### src/verilog/adc_seq_pkg.sv
// constants, register map and types for the converter sequencer
// assumes a 32-bit axi4-lite master and one 200 MHz clock
//
// Behaviour
// RL1: each result register updates as its conversion ends, lowest slot to 7
// RL2: compare register holds channel 0 in the msb, channel 7 in the lsb
// RL3: compare bit is 1 when input exceeds threshold, else 0
// RL4: comparison runs on every conversion while enabled, in both input modes
// RL5: internal trigger starts conversions the machine cycle after enable
// RL6: done flag sets when channel 7 finishes and can raise the interrupt
// RL7: internal trigger restarts a new cycle at slot 0 while enabled
// RL8: clearing enable stops all conversion activity
// RL9: external pin sampled once per machine cycle, high then low is an edge
// RL10: trigger source holds pin high one machine cycle, then low one
// RL11: external edge starts next machine cycle, runs to 7, flags, halts
// RL12: external edges during a running cycle are ignored
// RL13: scan mode converts channels 0 to 7 into matching result registers
// RL14: select mode converts chosen channel four times, then channels 4 to 7
// RL15: two-bit select field picks channel 0, 1, 2 or 3
// RL16: select cycle lasts exactly as long as a scan cycle
// RL17: done flag stays until software clears; result writes are ignored
package adc_seq_pkg;
  localparam int unsigned CLK_MHZ          = 200;
  localparam int unsigned ADDR_W           = 8;
  localparam int unsigned DATA_W           = 32;
  localparam int unsigned NUM_CH           = 8;
  localparam int unsigned SAMPLE_W         = 8;
  localparam int unsigned MCYCLE_NS        = 60;
  localparam int unsigned MCYCLE_CLKS      = (MCYCLE_NS * CLK_MHZ) / 1000;
  localparam int unsigned CONV_MCYCLES     = 4;

  localparam logic [7:0] OFF_CONTROL       = 8'h00;
  localparam logic [7:0] OFF_COMPARE       = 8'h04;
  localparam logic [7:0] OFF_IRQ_STATUS    = 8'h08;
  localparam logic [7:0] OFF_IRQ_MASK      = 8'h0C;
  localparam logic [7:0] OFF_RESULT_BASE   = 8'h20;
  localparam logic [7:0] OFF_RESULT_LAST   = 8'h3C;

  localparam int unsigned BIT_ENABLE       = 0;
  localparam int unsigned BIT_SEL_LO       = 1;
  localparam int unsigned BIT_SEL_HI       = 2;
  localparam int unsigned BIT_MODE         = 3;
  localparam int unsigned BIT_TRIG_SRC     = 4;
  localparam int unsigned BIT_DONE         = 5;
  localparam int unsigned BIT_IRQ_DONE     = 0;

  localparam logic [4:0] CONTROL_RESET     = 5'h00;
  localparam logic [1:0] RESP_OKAY         = 2'b00;
  localparam logic [1:0] RESP_SLVERR       = 2'b10;
  localparam logic [2:0] LAST_SLOT         = 3'h7;
  localparam logic [2:0] FIRST_UPPER_SLOT  = 3'h4;

  typedef enum logic [1:0] {
    SEQ_IDLE = 2'b01,
    SEQ_RUN  = 2'b10
  } seq_state_t;
endpackage

### src/verilog/adc_sequencer.sv
// sequencer, trigger control and axi4-lite register file of the converter
// assumes an outside sar converter that has a sample ready and a compare
// result valid by the end of each conversion window
//
// The placing of the registers and the AXI4-Lite interface to the registers were left to the implementer.
`timescale 1ns/1ps
module adc_sequencer #(
  parameter int unsigned MCYCLE_CLKS  = adc_seq_pkg::MCYCLE_CLKS,
  parameter int unsigned CONV_MCYCLES = adc_seq_pkg::CONV_MCYCLES
) (
  input  wire logic                             CLK,
  input  wire logic                             RESET,
  input  wire logic [adc_seq_pkg::ADDR_W-1:0]   S_AXI_AWADDR,
  input  wire logic                             S_AXI_AWVALID,
  output logic                                  S_AXI_AWREADY,
  input  wire logic [adc_seq_pkg::DATA_W-1:0]   S_AXI_WDATA,
  input  wire logic [3:0]                       S_AXI_WSTRB,
  input  wire logic                             S_AXI_WVALID,
  output logic                                  S_AXI_WREADY,
  output logic [1:0]                            S_AXI_BRESP,
  output logic                                  S_AXI_BVALID,
  input  wire logic                             S_AXI_BREADY,
  input  wire logic [adc_seq_pkg::ADDR_W-1:0]   S_AXI_ARADDR,
  input  wire logic                             S_AXI_ARVALID,
  output logic                                  S_AXI_ARREADY,
  output logic [adc_seq_pkg::DATA_W-1:0]        S_AXI_RDATA,
  output logic [1:0]                            S_AXI_RRESP,
  output logic                                  S_AXI_RVALID,
  input  wire logic                             S_AXI_RREADY,
  input  wire logic                             EXTERNAL_TRIGGER_IN,
  input  wire logic [adc_seq_pkg::SAMPLE_W-1:0] SAMPLE_DATA,
  input  wire logic                             SAMPLE_ABOVE_THRESHOLD,
  output logic [2:0]                            ANALOG_CHANNEL_SEL,
  output logic                                  CONVERSION_START,
  output logic                                  CONVERTING,
  output logic                                  IRQ
);
  import adc_seq_pkg::*;

  localparam int unsigned DIV_W  = $clog2(MCYCLE_CLKS + 1);
  localparam int unsigned CONV_W = $clog2(CONV_MCYCLES + 1);
  localparam logic [DIV_W-1:0]  DIV_LAST  = DIV_W'(MCYCLE_CLKS - 1);
  localparam logic [CONV_W-1:0] CONV_LAST = CONV_W'(CONV_MCYCLES - 1);

  // register file
  logic [4:0]          control_reg;
  logic [7:0]          compare_reg;
  logic                done_reg;
  logic                mask_reg;
  logic [SAMPLE_W-1:0] result_mem [NUM_CH];

  // sequencer
  seq_state_t          state_reg;
  logic [2:0]          slot_reg;
  logic [CONV_W-1:0]   conv_cnt_reg;
  logic [DIV_W-1:0]    div_reg;
  logic                tick_reg;
  logic                enable_seen_reg;

  // trigger pin synchroniser and per-machine-cycle sample
  logic                trig_s1_reg;
  logic                trig_s2_reg;
  logic                trig_s3_reg;
  logic                trig_level_reg;
  logic                trig_prev_sample_reg;
  logic                trig_edge_reg;

  // axi handshakes
  logic                aw_take;
  logic                ar_take;
  logic                wr_ctrl;
  logic                wr_status;
  logic                wr_mask;
  logic                wr_mapped;
  logic                rd_mapped;
  logic [DATA_W-1:0]   rd_word;

  function automatic logic is_result(input logic [ADDR_W-1:0] a);
    return a >= OFF_RESULT_BASE && a <= OFF_RESULT_LAST && a[1:0] == 2'b00;
  endfunction

  function automatic logic [2:0] result_index(input logic [ADDR_W-1:0] a);
    logic [ADDR_W-1:0] d;
    d = a - OFF_RESULT_BASE;
    return d[4:2];
  endfunction

  function automatic logic is_reg(input logic [ADDR_W-1:0] a);
    return a == OFF_CONTROL || a == OFF_COMPARE || a == OFF_IRQ_STATUS ||
           a == OFF_IRQ_MASK || is_result(a);
  endfunction

  wire enable      = control_reg[BIT_ENABLE];
  wire select_mode = control_reg[BIT_MODE];
  wire ext_trigger = control_reg[BIT_TRIG_SRC];
  wire [1:0] sel_field = {control_reg[BIT_SEL_HI], control_reg[BIT_SEL_LO]};

  // slots 0..3 repeat the chosen channel, so both modes take eight slots
  wire       repeat_slot = select_mode && slot_reg < FIRST_UPPER_SLOT;
  wire [2:0] slot_channel = repeat_slot ? {1'b0, sel_field}   // [RL14] [RL15]
                                        : slot_reg;           // [RL13] [RL16]
  wire conv_end   = state_reg == SEQ_RUN && tick_reg && conv_cnt_reg == CONV_LAST;
  wire cycle_end  = conv_end && slot_reg == LAST_SLOT;
  wire int_start  = !ext_trigger && enable_seen_reg;            // [RL5]
  wire ext_start  = ext_trigger && trig_edge_reg;               // [RL11]
  wire start_cyc  = state_reg == SEQ_IDLE && enable && tick_reg &&
                    (int_start || ext_start);
  wire restart    = cycle_end && !ext_trigger;                  // [RL7]

  assign aw_take   = S_AXI_AWVALID && S_AXI_WVALID && !S_AXI_BVALID &&
                     !S_AXI_AWREADY;
  assign ar_take   = S_AXI_ARVALID && !S_AXI_RVALID && !S_AXI_ARREADY;
  assign wr_mapped = is_reg(S_AXI_AWADDR);
  assign rd_mapped = is_reg(S_AXI_ARADDR);
  assign wr_ctrl   = aw_take && S_AXI_WSTRB[0] && S_AXI_AWADDR == OFF_CONTROL;
  assign wr_status = aw_take && S_AXI_WSTRB[0] &&
                     S_AXI_AWADDR == OFF_IRQ_STATUS;
  assign wr_mask   = aw_take && S_AXI_WSTRB[0] && S_AXI_AWADDR == OFF_IRQ_MASK;

  // compare register and results are read only: writes land nowhere [RL17]
  assign rd_word =
    S_AXI_ARADDR == OFF_CONTROL    ? DATA_W'({done_reg, control_reg}) :
    S_AXI_ARADDR == OFF_COMPARE    ? DATA_W'(compare_reg) :
    S_AXI_ARADDR == OFF_IRQ_STATUS ? DATA_W'(done_reg) :
    S_AXI_ARADDR == OFF_IRQ_MASK   ? DATA_W'(mask_reg) :
    is_result(S_AXI_ARADDR)        ?
      DATA_W'(result_mem[result_index(S_AXI_ARADDR)]) : '0;

  // write channel: address and data taken together in one cycle
  always_ff @(posedge CLK) begin
    if (RESET) begin
      S_AXI_AWREADY <= 1'b0;
      S_AXI_WREADY  <= 1'b0;
      S_AXI_BVALID  <= 1'b0;
      S_AXI_BRESP   <= RESP_OKAY;
    end else begin
      S_AXI_AWREADY <= aw_take;
      S_AXI_WREADY  <= aw_take;
      if (aw_take) begin
        S_AXI_BVALID <= 1'b1;
        S_AXI_BRESP  <= wr_mapped ? RESP_OKAY : RESP_SLVERR;
      end else if (S_AXI_BREADY) begin
        S_AXI_BVALID <= 1'b0;
      end
    end
  end

  // read channel
  always_ff @(posedge CLK) begin
    if (RESET) begin
      S_AXI_ARREADY <= 1'b0;
      S_AXI_RVALID  <= 1'b0;
      S_AXI_RDATA   <= '0;
      S_AXI_RRESP   <= RESP_OKAY;
    end else begin
      S_AXI_ARREADY <= ar_take;
      if (ar_take) begin
        S_AXI_RVALID <= 1'b1;
        S_AXI_RDATA  <= rd_word;
        S_AXI_RRESP  <= rd_mapped ? RESP_OKAY : RESP_SLVERR;
      end else if (S_AXI_RREADY) begin
        S_AXI_RVALID <= 1'b0;
      end
    end
  end

  // control, mask and done flag; a set in the clearing cycle wins
  always_ff @(posedge CLK) begin
    if (RESET) begin
      control_reg <= CONTROL_RESET;
      mask_reg    <= 1'b0;
      done_reg    <= 1'b0;
    end else begin
      if (wr_ctrl)
        control_reg <= S_AXI_WDATA[4:0];
      if (wr_mask)
        mask_reg <= S_AXI_WDATA[BIT_IRQ_DONE];
      if (cycle_end)
        done_reg <= 1'b1;                                       // [RL6]
      else if (wr_status && S_AXI_WDATA[BIT_IRQ_DONE])
        done_reg <= 1'b0;                                       // [RL17]
    end
  end

  always_ff @(posedge CLK) begin
    if (RESET)
      IRQ <= 1'b0;
    else
      IRQ <= done_reg && mask_reg;                              // [RL6]
  end

  // machine-cycle enable from a divider
  always_ff @(posedge CLK) begin
    if (RESET) begin
      div_reg  <= '0;
      tick_reg <= 1'b0;
    end else begin
      tick_reg <= div_reg == DIV_LAST;
      div_reg  <= div_reg == DIV_LAST ? '0 : div_reg + 1'b1;
    end
  end

  // a rise of enable is held while enable stays set, for the next machine cycle to pick up
  always_ff @(posedge CLK) begin
    if (RESET)
      enable_seen_reg <= 1'b0;
    else if (!enable)
      enable_seen_reg <= 1'b0;
    else if (wr_ctrl || state_reg == SEQ_IDLE)
      enable_seen_reg <= 1'b1;
  end

  // pin crosses three flops; the level moves once stages two and three agree
  always_ff @(posedge CLK) begin
    if (RESET) begin
      trig_s1_reg    <= 1'b0;
      trig_s2_reg    <= 1'b0;
      trig_s3_reg    <= 1'b0;
      trig_level_reg <= 1'b0;
    end else begin
      trig_s1_reg <= EXTERNAL_TRIGGER_IN;
      trig_s2_reg <= trig_s1_reg;
      trig_s3_reg <= trig_s2_reg;
      if (trig_s2_reg == trig_s3_reg)
        trig_level_reg <= trig_s3_reg;
    end
  end

  // no true edge detector: one sample per machine cycle, high then low
  always_ff @(posedge CLK) begin
    if (RESET) begin
      trig_prev_sample_reg <= 1'b0;
      trig_edge_reg        <= 1'b0;
    end else if (tick_reg) begin
      trig_prev_sample_reg <= trig_level_reg;                   // [RL9]
      trig_edge_reg <= trig_prev_sample_reg && !trig_level_reg  // [RL9]
                       && state_reg == SEQ_IDLE;                // [RL12]
    end
  end

  // sequencer state
  always_ff @(posedge CLK) begin
    if (RESET) begin
      state_reg    <= SEQ_IDLE;
      slot_reg     <= '0;
      conv_cnt_reg <= '0;
    end else if (!enable) begin
      state_reg    <= SEQ_IDLE;                                 // [RL8]
      slot_reg     <= '0;
      conv_cnt_reg <= '0;
    end else begin
      unique case (state_reg)
        SEQ_IDLE: begin
          if (start_cyc) begin
            state_reg    <= SEQ_RUN;
            slot_reg     <= '0;
            conv_cnt_reg <= '0;
          end
        end
        SEQ_RUN: begin
          if (tick_reg) begin
            conv_cnt_reg <= conv_end ? '0 : conv_cnt_reg + 1'b1;
            if (conv_end)
              slot_reg <= slot_reg + 1'b1;                      // [RL1]
            if (cycle_end && !restart)
              state_reg <= SEQ_IDLE;                            // [RL11]
          end
        end
      endcase
    end
  end

  // results and comparison bits land as each conversion ends
  always_ff @(posedge CLK) begin
    if (RESET) begin
      compare_reg <= '0;
    end else if (conv_end && enable) begin
      result_mem[slot_reg] <= SAMPLE_DATA;                      // [RL1]
      compare_reg[LAST_SLOT - slot_reg] <=                      // [RL2] [RL4]
        SAMPLE_ABOVE_THRESHOLD;                                 // [RL3]
    end
  end

  // results have no reset: software must wait for the first done flag
  always_ff @(posedge CLK) begin
    if (RESET) begin
      ANALOG_CHANNEL_SEL <= '0;
      CONVERSION_START   <= 1'b0;
      CONVERTING         <= 1'b0;
    end else begin
      ANALOG_CHANNEL_SEL <= slot_channel;
      CONVERSION_START   <= enable && state_reg == SEQ_RUN && tick_reg &&
                            conv_cnt_reg == '0;
      CONVERTING         <= state_reg == SEQ_RUN && enable;
    end
  end
endmodule // adc_sequencer
### config.mk
export PLATFORM = sky130hd
export DESIGN_NAME = adc_sequencer
export DESIGN_NICKNAME = d
export VERILOG_FILES = /design/src/verilog/adc_seq_pkg.sv /design/src/verilog/adc_sequencer.sv
export SDC_FILE = /design/constraint.sdc
export NUM_CORES = 1
export LEC_CHECK = 0
export ABC_CLOCK_PERIOD_IN_PS = 5600
export CELL_PAD_IN_SITES_DETAIL_PLACEMENT = 0
export CELL_PAD_IN_SITES_GLOBAL_PLACEMENT = 2
export CORE_ASPECT_RATIO = 1.2
export CORE_UTILIZATION = 43
export DETAILED_ROUTE_END_ITERATION = 7
export DONT_BUFFER_PORTS = 1
export HOLD_SLACK_MARGIN = 0.02
export PLACE_DENSITY = 0.81
export RECOVER_POWER = 25
export SYNTH_ARGS = -nofsm -noshare
export SYNTH_HDL_FRONTEND = slang
export SYNTH_SLANG_ARGS = --single-unit
### constraint.sdc
create_clock -name CLK -period 5.6 [get_ports CLK]
set_input_delay 0.84 -clock CLK [delete_from_list [all_inputs] [get_ports CLK]]
set_output_delay 0.84 -clock CLK [all_outputs]
set_load 0.005 [all_outputs]
==> impl_metrics.env <==
export IMPL_cts_root_buffer="clkbuf_16"
export IMPL_grt_max_degree=52
export IMPL_syn_area_per_cell_um2=11.35
export IMPL_fin_nets=524
export IMPL_synthTopCellsByCount="edfxtp_1, dfxtp_1, nor2_1, mux2i_1, buf_4"
export IMPL_synth_seq_cells=119
export IMPL_fin_skew_ns=0.009306
export IMPL_tightest_slew_ns=0.9650
export IMPL_num_rows=43
export IMPL_use_met2_pct=32.74
export IMPL_firstDrtPassIters=5
export IMPL_initial_utilization_pct=44.08
export IMPL_ys_async_sr_fraction_pct=0
export IMPL_cts_sinks=119
export IMPL_place_area_um2=5121
export IMPL_yosysMostFrequentCell="edfxtp_1"
export IMPL_setup_tns_ns=0
export IMPL_yosys_area_top_type_share_pct=37.87
export IMPL_cts_tree="yes"
export IMPL_fin_crit_sh_pct=45.43
export IMPL_routedWlPerCell_um=17.36
export IMPL_hold_viol_final=0
export IMPL_route_detailed_drc=0
export IMPL_maxCapViolCount=0
export IMPL_grt_usage_pct=18.92
export IMPL_drt_iter0_drc=157
export IMPL_synth_largest_area_cell="edfxtp_1"
export IMPL_p_per_area_nw_per_um2=362.3
export IMPL_regArea_um2=3023
export IMPL_area_delta_synth_final_pct=12.70
export IMPL_leakage_nw=2.056
export IMPL_antenna_found_initial=0
export IMPL_io_buffers=0
export IMPL_arrival_ns=2.57
export IMPL_globalRouteMet3Util_pct=5.530
export IMPL_hp_start="trig_s3_reg$_SDFF_PP0_"
export IMPL_die_area_um2=12240
export IMPL_cp_start_kind="flip-flop"
export IMPL_path_max_fanout=8
export IMPL_yosysSeqAreaShare_pct=59.57
export IMPL_insertion_delay_ns=0.41
export IMPL_grt_pass1_vias=3185
export IMPL_synth_cell_types=50
export IMPL_power_total_mw=2.072
export IMPL_dieWidth_um=101.2
export IMPL_place_congestion=0.7312
export IMPL_cts_max_level=4
export IMPL_busiest_layer="met2"
export IMPL_max_slew_margin_pct=35.32
export IMPL_cts_buffer_depth=2
export IMPL_syn_inst=447
export IMPL_cp_end_kind="flip-flop"
export IMPL_grt_ovfl_total=0
export IMPL_synthTopCellsByArea="edfxtp_1, dfxtp_1, mux2i_1, nor2_1, buf_4"
export IMPL_worst_r2r_startpoint="conv_cnt_reg[0]$_SDFFE_PP0P_"
export IMPL_path_class="flip-flop to flip-flop"
export IMPL_grt_pass1_wl_mm=16.77
export IMPL_die_h_um=121.0
export IMPL_met1_usage_pct=21.83
export IMPL_vias=3242
export IMPL_largest_reg_flops=64
export IMPL_wl_mm=10.76
export IMPL_post_cts_repair_setup_buffers=0
export IMPL_synth_edf_count=64
export IMPL_multi_input_area_um2=1842
export IMPL_numCtsBuffers=17
export IMPL_postCtsResizedCells=0
export IMPL_dp_hpwl_mm=7.136
export IMPL_clk_pin_slew_ns=0.05
export IMPL_viasPerCell=5.229
export IMPL_netlist_area_um2=5075
export IMPL_max_freq_mhz=393.1
export IMPL_fill_cells=1088
export IMPL_yosysWarnings=0
export IMPL_required_ns=5.63
export IMPL_diodes=0
export IMPL_layout_drive_gt1_share_pct=11.45
export IMPL_ios=116
export IMPL_hp_class="flip-flop to flip-flop"
export IMPL_slew_viol_final=0
export IMPL_setup_viol=0
export IMPL_grt_setup_unrepaired="false"
export IMPL_final_util_pct=49.67
export IMPL_ys_dominant_reg_cell="edfxtp_1"
export IMPL_vdd_drop_max_mv=0.2149
export IMPL_cp_startpoint="conv_cnt_reg[0]$_SDFFE_PP0P_"
export IMPL_min_period_ns=2.544
export IMPL_outcome="finished clean"
export IMPL_core_area_um2=11510
export IMPL_fin_area_um2=5719
export IMPL_antenna_left=0
export IMPL_cts_hold_fix_buffers=0
## stage by stage
stage,hold WS [ns],setup slack (ns),instances
after CTS,0.4473,3.070,620
after floorplan,0.4138,3.336,472
after detailed placement,0.4403,3.076,588
final,0.4459,3.056,620
after global routing,0.4712,2.856,620
after global placement,0.4373,3.030,588
## cells by family after synthesis
group,count (synthesis),share of synthesized area (%)
adders and majority gates,5,1.233
AOI/OAI and AO/OA,70,8.309
and+or+nand+nor,156,16.05
other,1,0.07389
muxes,40,8.407
DFF,119,59.57
buffers and inverters,55,6.188
xor gates and xnor gates,1,0.1726
## routing by layer
metal  up-vias  part of all wire, %  routed length [um]
met5         -                    0                   0
met4         0                 0.58                  62
met3         6                  5.5                 591
met2        85                   52                5600
met1      1579                   42                4509
li1       1572                    -                   -
## where the power goes
group	total, mW	switching [mW]	internal (mW)	leakage (nW)
registers	0.936	0.00759	0.929	1.02
logic	0.0540	0.0299	0.0241	0.743
clock network	1.08	0.369	0.713	0.291
## critical path: stages, from the launching register on
cell and delay (ns):
dfxtp_1 0.37, ha_1 0.25, nand2_1 0.10, nor3_2 0.45
nand2_1 0.25, nor3_2 0.74
## worst paths after layout
| path | endpoint | slack (ns) | cells after the start |
|---|---|---|---|
| hold / removal | trig_level_reg$_SDFFE_PP0N_ | 0.45 | 2 |
| hold reg to reg | trig_level_reg$_SDFFE_PP0N_ | 0.45 | 2 |
| setup reg to reg | result_mem[3][5]$_DFFE_PP_ | 3.06 | 5 |
| setup / recovery | result_mem[3][5]$_DFFE_PP_ | 3.06 | 5 |
## layout make-up
class / count / share of cell area, %
Clock buffer: 24 / 8.795
Clock inverter: 8 / 1.663
Inverter: 12 / 0.7876
Multi-Input combinational cell: 298 / 32.20
Sequential cell: 119 / 52.85
Tap cell: 157 / 3.435
Timing Repair Buffer: 2 / 0.2625
## cell usage in the layout, fill, tap and decap left out, types with 6 or more instances in the layout
cell type | Yosys | final
edfxtp_1 | 64 | 64
dfxtp_1 | 55 | 55
nor2_1 | 55 | 55
mux2i_1 | 28 | 28
conb_1 | 1 | 26
a21oi_1 | 25 | 25
nand2_1 | 20 | 20
o21ai_0 | 18 | 18
clkbuf_16 | 0 | 18
nor2b_1 | 17 | 17
nor3_1 | 17 | 15
inv_1 | 12 | 12
mux2_2 | 11 | 11
nand2b_1 | 8 | 8
nand3_1 | 8 | 8
a211oi_1 | 8 | 8
nand4_1 | 6 | 6
Power figures use the tool's default switching activity.
